### src/eiw_pkg.sv
// Package for the external interrupt and wake-up block
package eiw_pkg;
   // Core timing
   localparam int unsigned CLK_PERIOD_PS = 10_000;
   // Least assertion time in power-down, in ps (50 ns)
   localparam int unsigned PD_MIN_ASSERT_PS = 50_000;
   // Least time rounds up to whole cycles, never below one
   localparam int unsigned PD_MIN_CYC_RAW =
      (PD_MIN_ASSERT_PS + CLK_PERIOD_PS - 1) / CLK_PERIOD_PS;
   localparam int unsigned PD_MIN_CYC = (PD_MIN_CYC_RAW < 1) ? 1 : PD_MIN_CYC_RAW;
   // Core cycles per state time
   localparam int unsigned STATE_CYC = 2;
   localparam int unsigned PH2_IDX = 1;

   typedef enum logic [2:0] {
      EIW_RUN  = 3'h1,
      EIW_IDLE = 3'h2,
      EIW_PD   = 3'h4
   } eiw_mode_e;

   // Wake-up report toward the core
   typedef struct packed {
      logic wake;    // One-cycle resume pulse
      logic service; // Resume into the handler
   } eiw_wake_s;
endpackage

### src/eiw_ext_irq.sv
// External interrupt edge detection and power-saving wake-up logic
`timescale 1ns/1ps

// Function
// - In run mode a rising edge on the pin sets the pending flag.
// - The pin is sampled once per state time, in phase 2.
// - In power-down a pin assertion of 50 ns or more wakes the device, enabled or not.
// - After a power-down wake the handler runs if enabled, else the next instruction.
// - In idle an asserted other interrupt, or this pin's pending flag (set in run mode) while enabled, wakes the device.
module eiw_ext_irq #(
   parameter int unsigned STATE_CYC  = eiw_pkg::STATE_CYC,
   parameter int unsigned PD_MIN_CYC = eiw_pkg::PD_MIN_CYC
) (
   input  wire logic      core_clk_i,     // Core clock, 100 MHz
   input  wire logic      rst_n_i,        // Synchronous reset, active low
   input  wire logic      clk_en_i,       // Freezes all state when low
   input  wire logic      ext_irq_pin_i,  // External interrupt pin, asynchronous
   input  wire logic      irq_en_i,       // Interrupt enable for this source
   input  wire logic      pend_clr_i,     // Pending clear from the core, pulse
   input  wire logic      idle_req_i,     // Enter idle, pulse
   input  wire logic      pd_req_i,       // Enter power-down, pulse
   input  wire logic      other_irq_i,    // Any other enabled interrupt asserted
   output logic           pend_o,         // Pending flag
   output eiw_pkg::eiw_wake_s wake_o,     // Wake pulse and service select
   output eiw_pkg::eiw_mode_e mode_o      // Current power mode
);
   localparam int unsigned PW = (STATE_CYC > 1) ? $clog2(STATE_CYC) : 1;
   localparam int unsigned CW = $clog2(PD_MIN_CYC + 1);
   localparam logic [PW-1:0] PH_LAST = PW'(STATE_CYC - 1);
   localparam logic [PW-1:0] PH2     = PW'(eiw_pkg::PH2_IDX);
   localparam logic [CW-1:0] PD_CNT  = CW'(PD_MIN_CYC);

   logic          sync1_q;
   logic          sync2_q;
   logic [PW-1:0] phase_q;
   logic          samp_q;
   logic          samp_prev_q;
   logic          samp_vld_q;
   logic          pend_q;
   logic [CW-1:0] pd_cnt_q;
   eiw_pkg::eiw_mode_e mode_q;
   eiw_pkg::eiw_wake_s wake_q;
   logic          ph2;
   logic          rise;
   logic          pd_wake;
   logic          idle_wake;

   // Two-stage synchroniser for the asynchronous pin
   always_ff @(posedge core_clk_i) begin
      if (!rst_n_i) begin
         sync1_q <= 1'b0;
         sync2_q <= 1'b0;
      end else if (clk_en_i) begin
         sync1_q <= ext_irq_pin_i;
         sync2_q <= sync1_q;
      end
   end

   // State-time phase counter
   always_ff @(posedge core_clk_i) begin
      if (!rst_n_i) begin
         phase_q <= '0;
      end else if (clk_en_i) begin
         phase_q <= (phase_q == PH_LAST) ? '0 : phase_q + PW'(1);
      end
   end

   assign ph2 = (phase_q == PH2);

   always_ff @(posedge core_clk_i) begin
      if (!rst_n_i) begin
         samp_q      <= 1'b0;
         samp_prev_q <= 1'b0;
         samp_vld_q  <= 1'b0;
      end else if (clk_en_i && ph2) begin
         samp_q      <= sync2_q;
         samp_prev_q <= samp_q;
         samp_vld_q  <= 1'b1;
      end
   end

   // A rise is seen in the cycle the phase-2 sample lands, one cycle after phase 2
   logic ph2_d_q;
   always_ff @(posedge core_clk_i) begin
      if (!rst_n_i) begin
         ph2_d_q <= 1'b0;
      end else if (clk_en_i) begin
         ph2_d_q <= ph2;
      end
   end

   assign rise = ph2_d_q && samp_vld_q && samp_q && !samp_prev_q;

   // Set wins over clear
   always_ff @(posedge core_clk_i) begin
      if (!rst_n_i) begin
         pend_q <= 1'b0;
      end else if (clk_en_i) begin
         if (rise && mode_q == eiw_pkg::EIW_RUN) begin
            pend_q <= 1'b1;
         end else if (pend_clr_i) begin
            pend_q <= 1'b0;
         end
      end
   end

   // Power-down: count consecutive high cycles of the synchronised pin
   always_ff @(posedge core_clk_i) begin
      if (!rst_n_i) begin
         pd_cnt_q <= '0;
      end else if (clk_en_i) begin
         if (mode_q != eiw_pkg::EIW_PD || !sync2_q) begin
            pd_cnt_q <= '0;
         end else if (pd_cnt_q != PD_CNT) begin
            pd_cnt_q <= pd_cnt_q + CW'(1);
         end
      end
   end

   assign pd_wake   = (mode_q == eiw_pkg::EIW_PD) && (pd_cnt_q == PD_CNT);
   assign idle_wake = (mode_q == eiw_pkg::EIW_IDLE)
                      && (other_irq_i || (pend_q && irq_en_i));

   always_ff @(posedge core_clk_i) begin
      if (!rst_n_i) begin
         mode_q <= eiw_pkg::EIW_RUN;
         wake_q <= '0;
      end else if (clk_en_i) begin
         wake_q <= '0;
         unique case (mode_q)
            eiw_pkg::EIW_RUN: begin
               if (pd_req_i) begin
                  mode_q <= eiw_pkg::EIW_PD;
               end else if (idle_req_i) begin
                  mode_q <= eiw_pkg::EIW_IDLE;
               end
            end
            eiw_pkg::EIW_IDLE: begin
               if (idle_wake) begin
                  mode_q         <= eiw_pkg::EIW_RUN;
                  wake_q.wake    <= 1'b1;
                  wake_q.service <= 1'b1;
               end
            end
            eiw_pkg::EIW_PD: begin
               if (pd_wake) begin
                  mode_q         <= eiw_pkg::EIW_RUN;
                  wake_q.wake    <= 1'b1;
                  wake_q.service <= irq_en_i;
               end
            end
            default: begin
               mode_q <= eiw_pkg::EIW_RUN;
            end
         endcase
      end
   end

   always_comb begin
      pend_o = pend_q;
      wake_o = wake_q;
      mode_o = mode_q;
   end

   // binds the source; the phase-2 sampling relies on it
   chk_pd_wake_time: assert property (@(posedge core_clk_i) disable iff (!rst_n_i)
      clk_en_i && mode_q == eiw_pkg::EIW_PD && wake_q.wake == 1'b0
      && pd_cnt_q == PD_CNT |=> wake_q.wake && mode_q == eiw_pkg::EIW_RUN)
      else $error("power-down wake not taken");
   chk_pd_service: assert property (@(posedge core_clk_i) disable iff (!rst_n_i)
      clk_en_i && pd_wake |=> wake_q.service == $past(irq_en_i))
      else $error("service select wrong after power-down wake");
   chk_rise_sets: assert property (@(posedge core_clk_i) disable iff (!rst_n_i)
      clk_en_i && rise && mode_q == eiw_pkg::EIW_RUN |=> pend_q)
      else $error("pending not set on rising edge");
   chk_edge_only: assert property (@(posedge core_clk_i) disable iff (!rst_n_i)
      clk_en_i && !$past(pend_q) && pend_q |-> $past(samp_q) && !$past(samp_prev_q))
      else $error("pending set without low-high sample pair");
   chk_sample_phase: assert property (@(posedge core_clk_i) disable iff (!rst_n_i)
      clk_en_i && !ph2 |=> $stable(samp_q))
      else $error("sample moved outside phase 2");
   chk_idle_wake: assert property (@(posedge core_clk_i) disable iff (!rst_n_i)
      clk_en_i && mode_q == eiw_pkg::EIW_IDLE && other_irq_i
      |=> mode_q == eiw_pkg::EIW_RUN && wake_q.wake)
      else $error("idle wake missed");

   // Pending flag holds until cleared and only sets in run mode
   chk_pend_hold: assert property (@(posedge core_clk_i) disable iff (!rst_n_i)
      clk_en_i && pend_q && !pend_clr_i |=> pend_q)
      else $error("pending flag dropped without clear");
   chk_pend_run_only: assert property (@(posedge core_clk_i) disable iff (!rst_n_i)
      clk_en_i && !pend_q && mode_q != eiw_pkg::EIW_RUN |=> !pend_q)
      else $error("pending flag set outside run mode");

   // Power-down entry, counter and wake pulse
   chk_pd_enter: assert property (@(posedge core_clk_i) disable iff (!rst_n_i)
      clk_en_i && mode_q == eiw_pkg::EIW_RUN && pd_req_i |=> mode_q == eiw_pkg::EIW_PD)
      else $error("power-down not entered");
   chk_pd_cnt_drop: assert property (@(posedge core_clk_i) disable iff (!rst_n_i)
      clk_en_i && mode_q == eiw_pkg::EIW_PD && !sync2_q |=> pd_cnt_q == '0)
      else $error("power-down count kept after pin drop");
   chk_pd_early: assert property (@(posedge core_clk_i) disable iff (!rst_n_i)
      clk_en_i && mode_q == eiw_pkg::EIW_PD && pd_cnt_q != PD_CNT |=> mode_q == eiw_pkg::EIW_PD)
      else $error("power-down left before the least assertion time");
   chk_wake_pulse: assert property (@(posedge core_clk_i) disable iff (!rst_n_i)
      clk_en_i && wake_q.wake |=> !wake_q.wake)
      else $error("wake pulse longer than one cycle");

   // Idle wake paths
   chk_idle_pend_wake: assert property (@(posedge core_clk_i) disable iff (!rst_n_i)
      clk_en_i && mode_q == eiw_pkg::EIW_IDLE && pend_q && irq_en_i
      |=> wake_q.wake && wake_q.service)
      else $error("idle wake on own pending interrupt missed");
   chk_idle_stay: assert property (@(posedge core_clk_i) disable iff (!rst_n_i)
      clk_en_i && mode_q == eiw_pkg::EIW_IDLE && !idle_wake |=> mode_q == eiw_pkg::EIW_IDLE)
      else $error("idle left without an enabled interrupt");

   // Clock enable low freezes mode, flags and counters
   chk_freeze_mode: assert property (@(posedge core_clk_i) disable iff (!rst_n_i)
      !clk_en_i |=> $stable(mode_q) && $stable(pend_q) && $stable(wake_q))
      else $error("mode or flags changed while frozen");
   chk_freeze_cnt: assert property (@(posedge core_clk_i) disable iff (!rst_n_i)
      !clk_en_i |=> $stable(pd_cnt_q) && $stable(phase_q) && $stable(samp_q))
      else $error("counters changed while frozen");
endmodule

### config.mk
export PLATFORM = sky130hd
export DESIGN_NAME = eiw_ext_irq
export DESIGN_NICKNAME = d
export VERILOG_FILES = /design/src/eiw_pkg.sv /design/src/eiw_ext_irq.sv
export SDC_FILE = /design/constraint.sdc
export NUM_CORES = 1
export LEC_CHECK = 0
export BUFFER_PORTS_ARGS = -buffer_cell sky130_fd_sc_hd__buf_2
export CAP_MARGIN = 20
export CORE_AREA = 10 10 48 77
export DETAILED_ROUTE_END_ITERATION = 10
export DIE_AREA = 0 0 58 87
export HOLD_SLACK_MARGIN = 0.08
export PLACE_DENSITY_LB_ADDON = 0.15
export SYNTH_ARGS = -nofsm -noshare
export SYNTH_HDL_FRONTEND = slang
export SYNTH_SLANG_ARGS = --single-unit
### constraint.sdc
create_clock -name core_clk_i -period 1.5 [get_ports core_clk_i]
set_input_delay 0.225 -clock core_clk_i [delete_from_list [all_inputs] [get_ports core_clk_i]]
set_output_delay 0.225 -clock core_clk_i [all_outputs]
set_load 0.005 [all_outputs]
Word-level counts from Yosys, hierarchy flattened
Index checks and enable logic that the tools add are counted.
{ "totals": {"out_inout_bits": 6, "register_bits": 16, "inputBits": 9, "word_cells": 53} }
{ "classes": {"muxes": 13, "addsub": 2, "eq_ne": 9, "n_reduce_logical": 17} }
{ "op_table": {"columns": ["operator", "n"], "rows": [
  ["$mux 3", 6],
  ["$ne 3x3->1 const B", 3],
  ["$pmux 3 s3", 1],
  ["$logic_and 1x1->1", 8],
  ["$eq 3x3->1 const B", 2],
  ["$mux 2", 2],
  ["$ne 2x2->1 const B", 2],
  ["$pmux 2 s2", 1],
  ["$reduce_and 2->1", 2],
  ["$reduce_and 4->1", 1],
  ["$reduce_bool 2->1", 2],
  ["$add 3x1->3 const B", 1],
  ["$eq 3x1->1 const B", 1],
  ["$eq 3x2->1 const B", 1],
  ["$mux 1", 3],
  ["$logic_not 1->1", 2],
  ["$logic_or 1x1->1", 2],
  ["$add 1x1->1 const B", 1]
]} }

Depth between registers and ports, before layout
Gate-level depths: netlist (run 1).
{ "logic_depth": {"word_depth": 6, "mapped_depth": 6, "depth_no_buf": 6} }

Worst setup path after synthesis (run 1)
No wires, ideal clock.
{ "synth_path": {"kind": "register to register", "from": "reg pd_cnt_q[1]", "to": "reg pd_cnt_q[1]", "setup_slack_ns": 0.115, "n_path_buf": 0, "stages_incl_launch_ff": 7, "arrival_time_ns": 1.325, "synth_period_minus_slack_ns": 1.385, "setup_ns": 0.059, "t_required_ns": 1.441, "path_cell_list": "dfxtp_1 > inv_1 > ha_1 > and2_4 > or3b_1 > o2bb2ai_1 > and2_1"} }
{ "synth_between": {"elab_chain_cells": 3, "word_cells_on_any_way": 6, "classes_between": "add/sub: 1; eq/ne: 1; mux: 2; reduce/logical: 2"} }
{ "synth_lines": {"columns": ["item", "line", "text"], "rows": [
  ["start, declared", "eiw_ext_irq.sv:40", "logic [CW-1:0] pd_cnt_q;"],
  ["start signal, assigned", "eiw_ext_irq.sv:115", "pd_cnt_q <= pd_cnt_q + CW'(1);"],
  ["$add 3x1->3 / $ne 3x3->1 (equally long branches)", "eiw_ext_irq.sv:115, eiw_ext_irq.sv:114", null],
  ["$mux 3 / $reduce_bool 2->1 (equally long branches)", null, null],
  ["$mux 3 / $reduce_and 2->1 (equally long branches)", null, null]
]} }
Parallel ways exist; a longest one is shown, timed or not. The select of a mux whose other input is x is not followed.
A chain may end at the register's enable or synchronous reset.

Worst setup path after layout (run 1)
Ends and elaborated chain as after synthesis.

==> results of run 1 <==
## metrics by stage
stage                     std cells  area [um2]  power [mW]  hold slack [ps]
after global placement          123       895.9      0.5943            444.5
after global routing            126       963.4      0.9517            256.2
after detailed placement        123       895.9      0.5960            452.7
after floorplan                  83       794.5      0.5457            375.5
after CTS                       126       938.4      0.9172            236.5
final                           126       963.4      0.9054            240.7
## synthesized netlist by cell type (all sizes together)
cell type     number  share of area
a21boi             3          0.028
a21oi              3          0.019
a32oi              1          0.011
and2               3          0.027
and3b              2          0.022
and4b              1          0.013
buf                1          0.014
clkbuf             2         0.0095
dfxtp             16           0.40
dlymetal6s2s       1          0.016
ha                 2          0.031
inv                1         0.0047
mux2i              4          0.050
nand2              9          0.043
nand2b             3          0.024
nand3              4          0.025
nand3b             2          0.019
nand4b             1          0.011
nand4bb            1          0.014
nor2               1         0.0047
nor2b              4          0.031
nor3b              3          0.035
o211a              1          0.013
o21ai              6          0.043
o22ai              1         0.0079
o2bb2ai            1          0.011
o311ai             1          0.011
o32a               1          0.013
or3                1          0.014
or3b               2          0.022
xor2               1          0.011
## area by class of cell
cell class / instances / area, um2 / area share
sequential: 16 / 322.8 / 0.3351
multi-input combinational: 62 / 462.9 / 0.4805
clock buffer: 3 / 41.29 / 0.04286
timing repair buffer: 18 / 100.1 / 0.1039
inverter: 1 / 3.754 / 0.003896
tap: 26 / 32.53 / 0.03377
## how the worst max path moves through the flow
stage	startpoint	end	slack, ps	cells after the start
after global placement	pd_cnt_q[1]	pd_cnt_q[1]	80	6
after global routing	pd_cnt_q[1]	pd_cnt_q[1]	10	6
final	pd_cnt_q[1]	pd_cnt_q[1]	60	6
after floorplan	pd_cnt_q[1]	pd_cnt_q[1]	120	6
after detailed placement	pd_cnt_q[1]	pd_cnt_q[1]	20	6
after CTS	pd_cnt_q[1]	pd_cnt_q[1]	20	6
## tightest hold or removal path, delay by kind of cell
family / cells / cell delay [ps]
and+or+nand+nor: 1 / 100
buffers and inverters: 1 / 80
muxes: 1 / 60
## cell families after synthesis
family / after synthesis / share of synthesized area
AND/OR/NAND/NOR: 37 / 0.3039
AO/OA/AOI/OAI: 18 / 0.1559
flip-flops: 16 / 0.4032
buffers and inverters: 5 / 0.04409
multiplexers: 4 / 0.05040
adder cells (fa/ha/maj): 2 / 0.03149
XOR/XNOR: 1 / 0.01103
## power by group through the flow
stage / registers, mW / clock network (mW) / logic [mW]
CTS: 0.462 / 0.330 / 0.126
finish: 0.462 / 0.319 / 0.124
global placement: 0.471 / 0 / 0.124
floorplan: 0.469 / 0 / 0.0763
detailed placement: 0.471 / 0 / 0.125
global route: 0.465 / 0.346 / 0.141
## metal layers
metal | wire length (um) | vias to the layer above
met5 | 0 | -
met4 | 44 | 0
met3 | 118 | 5
met2 | 953 | 14
met1 | 715 | 310
li1 | - | 338
## cell usage in the layout (no fill, tap or decap), types with 2 or more instances in the layout
cell type,Yosys,layout
buf_4,0,4
o21ai_1,4,4
a21boi_1,3,3
nor3b_1,2,2
nand3b_1,2,2
mux2i_1,4,4
clkbuf_8,0,3
a21oi_1,3,3
nand2b_1,3,3
dfxtp_1,16,14
nand2_1,9,9
and2_1,2,2
and3b_1,2,2
or3b_4,0,2
nand3_1,4,4
buf_2,0,14
nor2b_1,4,4
dfxtp_2,0,2
## repair_timing
| item | in CTS | in global routing |
|---|---|---|
| pin swaps | 0 | 1 |
| gates resized for setup | 1 | 6 |
| endpoints found under the hold margin | 0 | 0 |
| setup endpoints to repair | 1 | 3 |
==> results.sh, run 1 <==
export IMPL_rsz0062_at_grt="no"
export IMPL_setup_slack_ps=64.50
export IMPL_comb_power_share=0.137
export IMPL_io_buffers=14
export IMPL_finalWeightedCongestion=0.7786
export IMPL_critPathLaunchType="register"
export IMPL_wirelength_um=1831
export IMPL_p_sw_mw=0.2177
export IMPL_cp_arrival_ps=1630
export IMPL_insertion_delay_ps=250
export IMPL_path_max_fanout=3
export IMPL_setup_tns_ps=0
export IMPL_die_h_um=87
export IMPL_hold_buffers=0
export IMPL_htreeDepth=1
export IMPL_critPathBufInv=1
export IMPL_synth_avg_cell_area_um2=9.572
export IMPL_yosysSeqAreaShare=0.4031
export IMPL_yosys_warnings=0
export IMPL_start_util=0.3227
export IMPL_die_width_um=58
export IMPL_viasPerCell=5.294
export IMPL_hp_class="input port to register"
export IMPL_core_area_um2=2462
export IMPL_relSlewSlack=0.7926
export IMPL_worst_r2r_setup_slack_ps=60
export IMPL_fin_crit_ps=1435
export IMPL_track_usage=0.07617
export IMPL_pwr_share_seq=0.511
export IMPL_grtUsageMet3=0.03216
export IMPL_whs_endpoint="sync1_q"
export IMPL_cts_buffers=3
export IMPL_finalCritPeriodShare=0.9570
export IMPL_clock_fmax_ghz=0.6966
export IMPL_area_growth_pct=21.26
export IMPL_p_clk_frac=0.352
export IMPL_drive_gt1_frac=0.3100
export IMPL_ios=15
export IMPL_n_antenna_cell=0
export IMPL_final_setup_skew_ps=3.661
export IMPL_met1_usage=0.06888
export IMPL_final_util=0.3913
export IMPL_cpLargestDelayFamily="simple AND/OR/NAND/NOR gates"
export IMPL_nets=113
export IMPL_maxCapViolCount=0
export IMPL_drtIter0Drc=15
export IMPL_grt_max_degree=21
export IMPL_cts_buffer_depth=2
export IMPL_critPathMaxStageDelay_ps=400
export IMPL_setup_viol=0
export IMPL_overflow=0
export IMPL_final_hold_violation_count=0
export IMPL_use_met2=0.1353
export IMPL_vias=667
export IMPL_leakage_nw=0.3997
export IMPL_crit_chain="inv_1 -> ha_4 -> and2_4 -> or3b_4 -> o2bb2ai_2 -> and2_1"
export IMPL_tightest_slew_ps=311.1
export IMPL_fp_dieArea_um2=5046
export IMPL_cts_setup_buffers=0
export IMPL_postRouteAntennaNets=0
export IMPL_crit_type="register to register"
export IMPL_hold_depth=3
export IMPL_drcViolationCount=0
export IMPL_synthesis_area_um2=794.5
export IMPL_clockRootBuffer="clkbuf_8"
export IMPL_r2r_start="pd_cnt_q[1]"
export IMPL_antenna_found_initial=0
export IMPL_busiest_layer="met2"
export IMPL_fill_cells=255
export IMPL_wl_per_cell_um=14.53
export IMPL_outcome="completed"
export IMPL_hpwl_um=1373
export IMPL_ir_worst_vdd_mv=0.3068
export IMPL_finalMaxSlewViolations=0
export IMPL_critPathCaptureType="register"
export IMPL_grt_pass1_vias=683
export IMPL_row_count=24
export IMPL_cts_sinks=16
export IMPL_clkSlewWorstSetupHoldPaths_ps=60
export IMPL_hp_start="ext_irq_pin_i"
export IMPL_post_place_ws_ps=18.41
export IMPL_syn_nets=94
export IMPL_netSwitchingFraction=0.2405
export IMPL_yosys_register_bits=16
export IMPL_p_per_area_nw_per_um2=939.8
export IMPL_grt_pass1_wl_um=3049
export IMPL_synth_cells=83
export IMPL_dr_pass1_iters=3
export IMPL_cts_tree="done"
export IMPL_reg2reg_to="pd_cnt_q[1]"
export IMPL_internal_power_mw=0.6877
export IMPL_cp_slowest_cell="or3b_4"
export IMPL_crit_required_ps=1690
export IMPL_ff2ff_path_depth=6
export IMPL_yosys_cell_types_count=35
No activity file was read; power rests on OpenSTA's default activity.
==> run 2, diff against run 1 <==
- clock period: 1.5 -> 1.79 ns (I/O delays scaled with it)
==> results.sh, run 2 (synthesized netlist as in run 1, its figures left out) <==
export IMPL_outcome="completed"
export IMPL_crit_chain="inv_1 -> ha_1 -> and2_4 -> or3b_1 -> o2bb2ai_1 -> and2_1"
export IMPL_viasPerCell=5.120
export IMPL_track_usage=0.07328
export IMPL_postRouteAntennaNets=0
export IMPL_nets=111
export IMPL_core_area_um2=2462
export IMPL_htreeDepth=1
export IMPL_place_area_um2=880.8
export IMPL_overflow=0
export IMPL_final_hold_violation_count=0
export IMPL_hp_class="input port to register"
export IMPL_critPathMaxStageDelay_ps=400
export IMPL_row_count=24
export IMPL_p_clk_frac=0.394
export IMPL_clkSlewWorstSetupHoldPaths_ps=60
export IMPL_drtIter0Drc=12
export IMPL_n_antenna_cell=0
export IMPL_setup_viol=0
export IMPL_cts_resized_gates=0
export IMPL_use_met2=0.1255
export IMPL_cp_arrival_ps=1700
export IMPL_wirelength_um=1694
export IMPL_maxCapViolCount=0
export IMPL_leakage_nw=0.3908
export IMPL_tightest_slew_ps=329.8
export IMPL_crit_type="register to register"
export IMPL_critPathLaunchType="register"
export IMPL_critPathCaptureType="register"
export IMPL_antenna_found_initial=0
export IMPL_area_growth_pct=17.80
export IMPL_drive_gt1_frac=0.2424
export IMPL_ios=15
export IMPL_rsz0062_at_grt="no"
export IMPL_grt_pass1_wl_um=2994
export IMPL_cts_buffers=3
export IMPL_hold_buffers=0
export IMPL_cts_setup_buffers=0
export IMPL_io_buffers=14
export IMPL_fin_crit_ps=1504
export IMPL_cp_slowest_cell="or3b_1"
export IMPL_comb_power_share=0.123
export IMPL_netSwitchingFraction=0.2273
export IMPL_dr_pass1_iters=2
export IMPL_path_max_fanout=3
export IMPL_hpwl_um=1323
export IMPL_clock_fmax_ghz=0.6650
export IMPL_vias=640
export IMPL_finalWeightedCongestion=0.7370
export IMPL_die_width_um=58
export IMPL_relSlewSlack=0.7801
export IMPL_drcViolationCount=0
export IMPL_setup_tns_ps=0
export IMPL_busiest_layer="met2"
export IMPL_stdcell_area_um2=935.9
export IMPL_critPathBufInv=1
export IMPL_p_sw_mw=0.1819
export IMPL_grtUsageMet3=0.02924
export IMPL_grt_pass1_vias=689
export IMPL_die_h_um=87
export IMPL_met1_usage=0.07137
export IMPL_final_cell_mix="dfxtp_1, buf_2, nand2_1"
export IMPL_fill_cells=266
export IMPL_fp_dieArea_um2=5046
export IMPL_finalMaxSlewViolations=0
export IMPL_p_per_area_nw_per_um2=854.9
export IMPL_final_setup_skew_ps=3.144
export IMPL_cts_sinks=16
export IMPL_clockRootBuffer="clkbuf_8"
export IMPL_cts_buffer_depth=2
export IMPL_crit_required_ps=1980
export IMPL_final_common_cell="dfxtp_1"
export IMPL_finalCritPeriodShare=0.8401
export IMPL_cpLargestDelayFamily="simple AND/OR/NAND/NOR gates"
export IMPL_wl_per_cell_um=13.55
export IMPL_grt_max_degree=21
export IMPL_insertion_delay_ps=250
export IMPL_cts_tree="done"
export IMPL_start_util=0.3227
export IMPL_pwr_share_seq=0.483
export IMPL_internal_power_mw=0.6182
export IMPL_ir_worst_vdd_mv=0.4518
==> run 2: cell count changes in the layout (fill, tap and decap cells not counted), sizes merged <==
cell    change
clkbuf      +1
buf         -2
==> run 2: worst register-to-register path, stage by stage (launching register included) <==
cell       delay, ps
dfxtp_1          360
inv_1             60
ha_1             200
and2_4           170
or3b_1           400
o2bb2ai_1        150
and2_1           130
==> run 2: worst paths after layout <==
| kind | start | end | slack [ps] | depth (start not counted) |
|---|---|---|---|---|
| max reg2reg | pd_cnt_q[1] | pd_cnt_q[1] | 290 | 6 |
| min | ext_irq_pin_i | sync1_q | 280 | 3 |
| max | pd_cnt_q[1] | pd_cnt_q[1] | 290 | 6 |
| min reg2reg | samp_prev_q | samp_prev_q | 460 | 2 |
==> run 2: layer usage <==
| metal | up-vias | part of all wire |
|---|---|---|
| li1 | 331 | - |
| met1 | 292 | 0.39 |
| met2 | 13 | 0.51 |
| met3 | 4 | 0.071 |
| met4 | 0 | 0.026 |
| met5 | - | 0 |
==> run 2: power by group through the flow <==
stage          sequential [mW]  combinational (mW)  clock (mW)
2_1_floorplan            0.393              0.0639           0
3_3_place_gp             0.395               0.100           0
3_5_place_dp             0.395               0.100           0
4_1_cts                  0.387               0.101       0.333
5_1_grt                  0.389               0.111       0.351
6_report                 0.387              0.0985       0.315
==> run 2: stage by stage <==
stage / hold WS (ps) / setup slack, ps / util / power (mW) / instances
detailed placement: 449.3 / 308.3 / 0.3577 / 0.4955 / 121
finish: 278.8 / 286.3 / 0.3801 / 0.8001 / 125
global placement: 442.5 / 367.3 / 0.3577 / 0.4951 / 121
floorplan: 419.0 / 405.3 / - / 0.4573 / 83
CTS: 274.9 / 285.4 / 0.3801 / 0.8211 / 125
global route: 313.3 / 193.3 / 0.3801 / 0.8512 / 125
==> run 2: final cells by class <==
cell class              count  area (um2)  area share
repair buffers             16       85.08     0.09091
clock buffers               4       55.05     0.05882
inverters                   1       3.754    0.004011
multi-input cells          62       439.2      0.4693
flip-flops and latches     16       320.3      0.3422
well taps                  26       32.53     0.03476
